`config.mk`:
```
export PLATFORM = sky130hd
export DESIGN_NAME = uart_channel_regs
export DESIGN_NICKNAME = d
export VERILOG_FILES = /design/src/rtl/uart_regs_pkg.sv /design/src/rtl/pin_sync.sv /design/src/rtl/sticky_flags.sv /design/src/rtl/uart_channel_regs.sv
export SDC_FILE = /design/constraint.sdc
export NUM_CORES = 1
export LEC_CHECK = 0
export ABC_AREA = 1
export ABC_CLOCK_PERIOD_IN_PS = 2900
export BUFFER_PORTS_ARGS = -buffer_cell sky130_fd_sc_hd__buf_4
export CORE_ASPECT_RATIO = 1.25
export CORE_MARGIN = 8
export CORE_UTILIZATION = 45
export CTS_BUF_LIST = sky130_fd_sc_hd__clkbuf_4
export CTS_CLUSTER_SIZE = 25
export DETAILED_ROUTE_END_ITERATION = 10
export GPL_TIMING_DRIVEN = 0
export MAX_ROUTING_LAYER = met4
export PLACE_DENSITY = 0.7
export SYNTH_ARGS = -nofsm -noshare
export SYNTH_HDL_FRONTEND = slang
export SYNTH_SLANG_ARGS = --single-unit
```
`constraint.sdc`:
```
create_clock -name pclk -period 2.9 [get_ports pclk]
set_input_delay 0.145 -clock pclk [delete_from_list [all_inputs] [get_ports pclk]]
set_output_delay 0.145 -clock pclk [all_outputs]
set_load 0.02 [all_outputs]
```
`src/rtl/uart_regs_pkg.sv`:
```
package uart_regs_pkg;

	// register index; byte address is four times the index
	localparam logic [3:0] IDX_DIV_LO = 4'h0;
	localparam logic [3:0] IDX_DIV_HI = 4'h1;
	localparam logic [3:0] IDX_ALT = 4'h2;
	localparam logic [3:0] IDX_LINE_CTL = 4'h3;
	localparam logic [3:0] IDX_MODEM_CTL = 4'h4;
	localparam logic [3:0] IDX_LINE_STAT = 4'h5;
	localparam logic [3:0] IDX_MODEM_STAT = 4'h6;
	localparam logic [3:0] IDX_SCRATCH = 4'h7;
	localparam logic [3:0] IDX_IRQ_STAT = 4'h8;
	localparam logic [3:0] IDX_IRQ_CLR = 4'h9;
	localparam logic [3:0] IDX_IRQ_EN = 4'ha;
	localparam logic [3:0] IDX_LAST = 4'ha;

	localparam logic [7:0] ENH_KEY = 8'hbf;
	localparam int LC_DIV_EN = 7;
	localparam int FEAT_SWAP = 6;
	localparam int ENH_UNLOCK = 4;
	localparam int MC_DTR = 0;
	localparam int MC_RTS = 1;
	localparam int MC_OUT1 = 2;
	localparam int MC_OUT2 = 3;
	localparam int MC_LOOP = 4;
	localparam logic [1:0] CNT_SEL_TX = 2'h1;

	// bits that exist only while the unlock bit is set; ALT_WR_MASK keeps the writable alternate function bits
	localparam logic [7:0] IEN_EXT_MASK = 8'hf0;
	localparam logic [7:0] ISTAT_EXT_MASK = 8'h30;
	localparam logic [7:0] FIFO_EXT_MASK = 8'h30;
	localparam logic [7:0] MC_EXT_MASK = 8'he0;
	localparam logic [7:0] ALT_WR_MASK = 8'h07;

	localparam logic [7:0] RST_ZERO = 8'h00;
	localparam logic [7:0] RST_SCRATCH = 8'hff;
	localparam logic [7:0] RST_MODE_SEL = 8'h80;
	localparam logic [3:0] RST_PINS_N = 4'hf;

	typedef struct packed {
		logic cd;
		logic ri;
		logic dsr;
		logic cts;
	} modem_in_t;

	typedef struct packed {
		logic [7:0] div_lo;
		logic [7:0] div_hi;
		logic [7:0] alt_fn;
		logic [7:0] line_ctl;
		logic [7:0] modem_ctl;
		logic [7:0] scratch;
		logic [7:0] mode_sel;
		logic [7:0] trig_level;
		logic [7:0] feat_ctl;
		logic [7:0] enh_fn;
		logic [7:0] resume_one;
		logic [7:0] resume_two;
		logic [7:0] pause_one;
		logic [7:0] pause_two;
		logic [7:0] int_enable;
		logic [7:0] fifo_ctl;
	} cfg_t;

	typedef struct packed {
		cfg_t cfg;
		logic [7:0] tx_data;
		logic tx_strobe;
		logic [31:0] prdata;
		logic pready;
		logic pslverr;
		logic dtr_n;
		logic rts_n;
		logic out2_n;
		logic irq;
		logic [7:0] irq_en;
		logic [3:0] mprev;
		logic [7:0] lprev;
	} regs_st_t;

	localparam cfg_t CFG_RST = '{scratch: RST_SCRATCH, mode_sel: RST_MODE_SEL, default: RST_ZERO};
	localparam regs_st_t ST_RST = '{cfg: CFG_RST, dtr_n: 1'b1, rts_n: 1'b1, out2_n: 1'b1,
		default: '0};

endpackage

```
`src/rtl/pin_sync.sv`:
```
`timescale 1ns/1ns
module pin_sync
	import uart_regs_pkg::*;
#(
	parameter int W = 4,
	parameter logic [W-1:0] RST_VAL = '1
) (
	input wire logic pclk,
	input wire logic presetn,
	input wire logic [W-1:0] d,
	output logic [W-1:0] q
);
	typedef struct packed {
		logic [W-1:0] s1;
		logic [W-1:0] s2;
	} sync_st_t;

	sync_st_t s;
	sync_st_t n;

	always_comb begin
		n.s1 = d;
		n.s2 = s.s1;
	end

	always_ff @(posedge pclk or negedge presetn) begin
		if (!presetn) begin
			s <= {RST_VAL, RST_VAL};
		end else begin
			s <= n;
		end
	end

	assign q = s.s2;
endmodule

```
`src/rtl/sticky_flags.sv`:
```
`timescale 1ns/1ns
module sticky_flags
	import uart_regs_pkg::*;
#(
	parameter int W = 8
) (
	input wire logic pclk,
	input wire logic presetn,
	input wire logic [W-1:0] set,
	input wire logic [W-1:0] clr,
	output logic [W-1:0] q
);
	typedef struct packed {
		logic [W-1:0] flags;
	} flag_st_t;

	flag_st_t s;
	flag_st_t n;

	// a set in the clearing cycle survives
	always_comb begin
		n.flags = (s.flags & ~clr) | set;
	end

	always_ff @(posedge pclk or negedge presetn) begin
		if (!presetn) begin
			s <= '0;
		end else begin
			s <= n;
		end
	end

	assign q = s.flags;
endmodule

```
`src/rtl/uart_channel_regs.sv`:
```
// Added by the designer: the APB slave port.
`timescale 1ns/1ns
module uart_channel_regs
	import uart_regs_pkg::*;
#(
	parameter logic [7:0] REV_CODE = 8'h11, // arbitrary value
	parameter logic [7:0] DEV_ID = 8'h5c // arbitrary value
) (
	input wire logic pclk,
	input wire logic presetn,
	input wire logic psel,
	input wire logic penable,
	input wire logic pwrite,
	input wire logic [7:0] paddr,
	input wire logic [31:0] pwdata,
	output logic [31:0] prdata,
	output logic pready,
	output logic pslverr,
	input wire logic [7:0] line_status_in,
	input wire logic [7:0] int_status_in,
	input wire logic [7:0] rx_data,
	input wire logic [7:0] rx_count,
	input wire logic [7:0] tx_count,
	input wire modem_in_t modem_in_n,
	output cfg_t cfg,
	output logic [7:0] tx_data,
	output logic tx_strobe,
	output logic dtr_n,
	output logic rts_n,
	output logic general_output_two_n,
	output logic irq
);
	regs_st_t s;
	regs_st_t n;

	logic [3:0] idx;
	logic valid;
	logic setup;
	logic access;
	logic wr;
	logic [7:0] wv;
	logic enh;
	logic div;
	logic unlock;
	logic swap;
	logic div_zero;
	logic [7:0] fifo_lvl;
	logic [3:0] pins_q;
	logic [3:0] mstate;
	logic [3:0] delta;
	logic [3:0] mdelta_q;
	logic [3:0] mdelta_clr;
	logic [7:0] events;
	logic [7:0] irq_q;
	logic [7:0] irq_clr;
	logic [7:0] rv;

	pin_sync #(.W(4), .RST_VAL(RST_PINS_N)) u_sync (
		.pclk(pclk),
		.presetn(presetn),
		.d(modem_in_n),
		.q(pins_q)
	);

	sticky_flags #(.W(4)) u_delta (
		.pclk(pclk),
		.presetn(presetn),
		.set(delta),
		.clr(mdelta_clr),
		.q(mdelta_q)
	);

	sticky_flags #(.W(8)) u_irq (
		.pclk(pclk),
		.presetn(presetn),
		.set(events),
		.clr(irq_clr),
		.q(irq_q)
	);

	assign idx = paddr[5:2];
	assign valid = (paddr[7:6] == 2'h0) && (paddr[1:0] == 2'h0) && (idx <= IDX_LAST);
	assign setup = psel & ~penable;
	assign access = psel & penable & s.pready;
	assign wr = access & pwrite & valid;
	assign wv = pwdata[7:0];

	assign enh = (s.cfg.line_ctl == ENH_KEY);
	assign div = s.cfg.line_ctl[LC_DIV_EN] & ~enh;
	assign unlock = s.cfg.enh_fn[ENH_UNLOCK];
	assign swap = s.cfg.feat_ctl[FEAT_SWAP];
	assign div_zero = (s.cfg.div_lo == RST_ZERO) && (s.cfg.div_hi == RST_ZERO);
	assign fifo_lvl = (s.cfg.mode_sel[1:0] == CNT_SEL_TX) ? tx_count : rx_count;

	// loopback feeds the control outputs back as modem inputs
	always_comb begin
		if (s.cfg.modem_ctl[MC_LOOP]) begin
			mstate = {s.cfg.modem_ctl[MC_OUT2], s.cfg.modem_ctl[MC_OUT1],
				s.cfg.modem_ctl[MC_DTR], s.cfg.modem_ctl[MC_RTS]};
		end else begin
			mstate = ~pins_q;
		end
	end

	assign delta = mstate ^ s.mprev;
	assign events = {line_status_in[4:1] & ~s.lprev[4:1], delta};
	// only the change flags that were actually returned are cleared
	assign mdelta_clr = (access && !pwrite && valid && idx == IDX_MODEM_STAT && !enh) ?
		s.prdata[3:0] : 4'h0;
	assign irq_clr = (wr && idx == IDX_IRQ_CLR) ? wv : 8'h00;

	function automatic logic [7:0] keep_mask(input logic [7:0] m, input logic unl);
		keep_mask = unl ? 8'hff : ~m;
	endfunction

	function automatic logic [7:0] merge(input logic [7:0] old, input logic [7:0] nw,
		input logic [7:0] m, input logic unl);
		logic [7:0] k;
		k = keep_mask(m, unl);
		merge = (nw & k) | (old & ~k);
	endfunction

	// read value at the setup cycle
	always_comb begin
		rv = 8'h00;
		unique case (idx)
			IDX_DIV_LO: begin
				if (enh) begin
					rv = fifo_lvl;
				end else if (div) begin
					rv = div_zero ? REV_CODE : s.cfg.div_lo;
				end else begin
					rv = rx_data;
				end
			end
			IDX_DIV_HI: begin
				if (enh) begin
					rv = s.cfg.feat_ctl;
				end else if (div) begin
					rv = div_zero ? DEV_ID : s.cfg.div_hi;
				end else begin
					rv = s.cfg.int_enable & keep_mask(IEN_EXT_MASK, unlock);
				end
			end
			IDX_ALT: begin
				if (enh) begin
					rv = s.cfg.enh_fn;
				end else if (div) begin
					rv = s.cfg.alt_fn;
				end else begin
					rv = int_status_in & keep_mask(ISTAT_EXT_MASK, unlock);
				end
			end
			IDX_LINE_CTL: rv = s.cfg.line_ctl;
			IDX_MODEM_CTL: begin
				rv = enh ? s.cfg.resume_one :
					(s.cfg.modem_ctl & keep_mask(MC_EXT_MASK, unlock));
			end
			IDX_LINE_STAT: rv = enh ? s.cfg.resume_two : line_status_in;
			IDX_MODEM_STAT: rv = enh ? s.cfg.pause_one : {mstate, mdelta_q};
			IDX_SCRATCH: begin
				if (enh) begin
					rv = s.cfg.pause_two;
				end else begin
					rv = swap ? fifo_lvl : s.cfg.scratch;
				end
			end
			IDX_IRQ_STAT: rv = irq_q;
			IDX_IRQ_EN: rv = s.irq_en;
			default: rv = 8'h00;
		endcase
	end

	always_comb begin
		n = s;
		n.pready = 1'b0;
		n.tx_strobe = 1'b0;
		n.mprev = mstate;
		n.lprev = line_status_in;
		if (setup) begin
			n.pready = 1'b1;
			n.pslverr = ~valid;
			n.prdata = valid ? {24'h000000, rv} : 32'h00000000;
		end
		if (wr) begin
			unique case (idx)
				IDX_DIV_LO: begin
					if (enh) begin
						n.cfg.trig_level = wv;
					end else if (div) begin
						n.cfg.div_lo = wv;
					end else begin
						n.tx_data = wv;
						n.tx_strobe = 1'b1;
					end
				end
				IDX_DIV_HI: begin
					if (enh) begin
						n.cfg.feat_ctl = wv;
					end else if (div) begin
						n.cfg.div_hi = wv;
					end else begin
						n.cfg.int_enable = merge(s.cfg.int_enable, wv, IEN_EXT_MASK, unlock);
					end
				end
				IDX_ALT: begin
					if (enh) begin
						n.cfg.enh_fn = wv;
					end else if (div) begin
						n.cfg.alt_fn = wv & ALT_WR_MASK;
					end else begin
						n.cfg.fifo_ctl = merge(s.cfg.fifo_ctl, wv, FIFO_EXT_MASK, unlock);
					end
				end
				IDX_LINE_CTL: n.cfg.line_ctl = wv;
				IDX_MODEM_CTL: begin
					if (enh) begin
						n.cfg.resume_one = wv;
					end else begin
						n.cfg.modem_ctl = merge(s.cfg.modem_ctl, wv, MC_EXT_MASK, unlock);
					end
				end
				IDX_LINE_STAT: begin
					if (enh) begin
						n.cfg.resume_two = wv;
					end
				end
				IDX_MODEM_STAT: begin
					if (enh) begin
						n.cfg.pause_one = wv;
					end
				end
				IDX_SCRATCH: begin
					if (enh) begin
						n.cfg.pause_two = wv;
					end else if (swap) begin
						n.cfg.mode_sel = wv;
					end else begin
						n.cfg.scratch = wv;
					end
				end
				IDX_IRQ_EN: n.irq_en = wv;
				default: n.irq_en = s.irq_en;
			endcase
		end
		// pins are inactive while looped back
		n.dtr_n = ~(n.cfg.modem_ctl[MC_DTR] & ~n.cfg.modem_ctl[MC_LOOP]);
		n.rts_n = ~(n.cfg.modem_ctl[MC_RTS] & ~n.cfg.modem_ctl[MC_LOOP]);
		n.out2_n = ~(n.cfg.modem_ctl[MC_OUT2] & ~n.cfg.modem_ctl[MC_LOOP]);
		n.irq = |(irq_q & s.irq_en);
	end

	always_ff @(posedge pclk or negedge presetn) begin
		if (!presetn) begin
			s <= ST_RST;
		end else begin
			s <= n;
		end
	end

	assign prdata = s.prdata;
	assign pready = s.pready;
	assign pslverr = s.pslverr;
	assign cfg = s.cfg;
	assign tx_data = s.tx_data;
	assign tx_strobe = s.tx_strobe;
	assign dtr_n = s.dtr_n;
	assign rts_n = s.rts_n;
	assign general_output_two_n = s.out2_n;
	assign irq = s.irq;
endmodule

```
==> results.md <==
- Run status: completed
- Nets@finish: 1621
- Cts hold-fix bufs: 15
- I/O Pins: 264
- Crit-path max FO: 10
- Asr flop ratio synth: 100%
- Largest family of logic cells by synthesized area: simple AND/OR/NAND/NOR gates
- All-Layer GR Usage: 26.1%
- # clock sinks: 182
- HPWL after detailed placement: 26800 um
- EDFF count, synth: 0
- Maximum vdd drop: 0.241 mV
- Grt ovf: 0
- Simple-gate area share of the yosys netlist: 25.0%
- Largest net degree at the start of global routing: 99
- Synth top area share: 39.9%
- Fin crit period: 2.35 ns
- Final hold viol count: 0
- Period utilization: 81.2%
- WHS: 0.0342 ns
- Worst setup EP type: register
- TritonCTS clock tree: built
- Xor/xnor cell area share of the yosys netlist: 0.345%
- Vias: 9263
- Register area: 4580 sq um
- Die footprint: 27700 sq um
- Post-cts resize count: 0
- Share of layout cells above drive strength 1: 33.3%
- Final WL: 34700 um
- Max-cap violation count: 0
- Post-Synthesis Cells: 1259
- Critical Path RT: 3.40 ns
- Clock transition at the registers of the reported paths: 0.15 ns
- Synth top area cells: dfrtp_1, nand2_1, buf_4
- Sequential area share after synthesis: 45.1%
- Root Driver: clkbuf_4
- Via/cell ratio: 5.06
- Synth cell types: 40
- Dominant cell type by area after synthesis: dfrtp_1
- Placed Area: 12200 sq um
- Drt wl/cell: 19.0 um
- # port buffers: 210
- Unrepaired setup endpoints after global routing: false
- Power Dens Cells: 370 nW/um^2
- Clk_skew: 0.0238 ns
- RePlAce Congestion: 0.932
- Max-Slew Margin vs Limit: 35.8%
- Layout area overhead: 25.4%
- Post-Syn Area: 10200 sq um
- Mux contribution to synthesized area: 0%
- First-pass GRT wire length: 52900 um
- Die height: 184 um
- FF+latch count, synth: 182
- Total negative slack: 0 ns
- Area of the multi-input gates: 3800 sq um
- Core ar.: 22200 sq um
- # DRC: 0
- Startpoint types: register
- Complex-gate fraction of the synthesized area: 11.1%
- Post-Synth Adder-Cell Area: 0%
- Drt first pass iters: 6
- Slew @ Worst Pin: 0.962 ns
- Worst hold path type: in2reg
- Initial DRC Count: 757
- Vias in the first global route: 9062
- Die width: 150 um
- Mean Syn Cell Area: 8.06 sq um
- Max frequency: 425 MHz
- CTS Buffer Depth: 2
- H-tree lvl count: 4
- Starting Density: 45.7%
- Row count: 61
- Final Cell Area: 12700 sq um
- Setup bufs post-CTS: 0
- Data arrival time of the critical path: 2.85 ns
- Setup Viol. Count Final: 0
- LEAKAGE: 6.85 nW
- Synth warn: 0
- Antenna viol nets, final: 0
- # fillers: 2117
- Clk_lat worst skew: 0.60 ns
- Critical path class: reg2reg
- Top FF cell, synth: dfrtp_1
- CTS buffer count: 17
- Final max-slew violation count: 0
- Antenna violations before repair: 1
## layout make-up
type / count / share of cell area, %
Buffer: 212 / 12.0
Antenna cell: 1 / 0.0197
Timing Repair Buffer: 226 / 13.8
Clock buffer: 18 / 1.06
Sequential cell: 182 / 36.0
Tap cell: 283 / 2.78
Inverter: 91 / 2.69
Clock inverter: 14 / 1.72
Multi-Input combinational cell: 802 / 29.9
## synth_stat cells (all sizes together) (2+ instances only)
| master | count |
|---|---|
| clkinv | 2 |
| nand3b | 12 |
| clkbuf | 12 |
| dfstp | 20 |
| nor3 | 4 |
| a21oi | 19 |
| dfrtp | 162 |
| xor2 | 4 |
| and3 | 2 |
| o21ai | 168 |
| nand2 | 396 |
| nor2 | 71 |
| inv | 89 |
| nand3 | 69 |
| buf | 200 |
| o21a | 4 |
| nand4 | 5 |
| o211ai | 13 |
| or2 | 2 |
## worst paths after layout
| check | from | to | slack (ns) | cells after the start |
|---|---|---|---|---|
| max | cfg[97]$_DFFE_PN0P_ | prdata[4]$_DFFE_PN0P_ | 0.55 | 12 |
| min | paddr[0] | prdata[3]$_DFFE_PN0P_ | 0.03 | 6 |
| max in group asynchronous | presetn | cfg[104]$_DFFE_PN0P_ | 1.87 | 3 |
| min in group asynchronous | presetn | cfg[71]$_DFFE_PN0P_ | 0.07 | 2 |
| min reg2reg | u_sync.n[1]$_DFF_PN1_ | u_sync.q[1]$_DFF_PN1_ | 0.37 | 0 |
| max reg2reg | cfg[97]$_DFFE_PN0P_ | prdata[4]$_DFFE_PN0P_ | 0.55 | 12 |
## flip-flops by register name (all words and copies together), names as in the netlist, named ones only
signal                flops
cfg                     114
dtr_n                     1
general_output_two_n      1
irq                       1
prdata                    8
pready                    1
pslverr                   1
rts_n                     1
s                        16
tx_data                   8
tx_strobe                 1
u_delta.q                 4
u_irq.q                   8
u_sync.n                  4
u_sync.q                  4
## cell families (layout without fill, tap and decap cells)
| group | Yosys count | count (layout) |
|---|---|---|
| XOR/XNOR | 4 | 4 |
| flip-flops | 182 | 182 |
| AO/OA/AOI/OAI | 206 | 206 |
| AND/OR/NAND/NOR | 563 | 563 |
| other | 1 | 30 |
| buffers and inverters | 303 | 561 |
## critical path: stages (launching register included)
cell	delay, ns
dfrtp_1	0.46
nand2_1	0.13
nor2_4	0.08
nand2_4	0.15
buf_6	0.17
buf_2	0.30
nand3_1	0.15
nand2_1	0.12
nand2_1	0.07
nor2_1	0.22
nand3_1	0.19
nand2_1	0.14
nand2_1	0.06
## per-layer routing
| metal | track usage (%) | vias up | wire [um] |
|---|---|---|---|
| li1 | - | 4372 | - |
| met1 | 32.8 | 4338 | 13900 |
| met2 | 41.3 | 476 | 16700 |
| met3 | 4.11 | 77 | 2870 |
| met4 | 10.6 | 0 | 1220 |
| met5 | - | - | 0 |
## placed cells by master, fill, tap and decap left out, types with 16 or more instances in the layout
master,netlist,final
buf_4,171,380
nand2_1,377,377
dfrtp_1,162,162
inv_1,83,83
o21ai_1,81,81
o21ai_0,75,75
nand3_1,67,67
nor2_1,58,58
conb_1,1,29
dfstp_2,20,20
a21oi_1,19,19
clkbuf_4,0,18
buf_2,16,16
## stage by stage
| stage | cells | power [W] | utilization [%] | worst slack, ns |
|---|---|---|---|---|
| 6_report | 1829 | 0.00471 | 57.3 | 0.545 |
| 2_1_floorplan | 1287 | 0.00279 | - | 1.28 |
| 5_1_grt | 1829 | 0.00486 | 57.3 | 0.425 |
| 3_3_place_gp | 1780 | 0.00300 | 54.9 | 0.564 |
| 3_5_place_dp | 1781 | 0.00301 | 55.0 | 0.599 |
| 4_1_cts | 1828 | 0.00472 | 57.3 | 0.565 |
## where the power goes
part	total, W	switching, W	leakage, nW	internal, W
clock network	0.00173	0.000939	0.181	0.000790
registers	0.00257	0.00000644	2.38	0.00256
logic	0.000415	0.000270	4.29	0.000145
(Power assumes the default switching activity.)
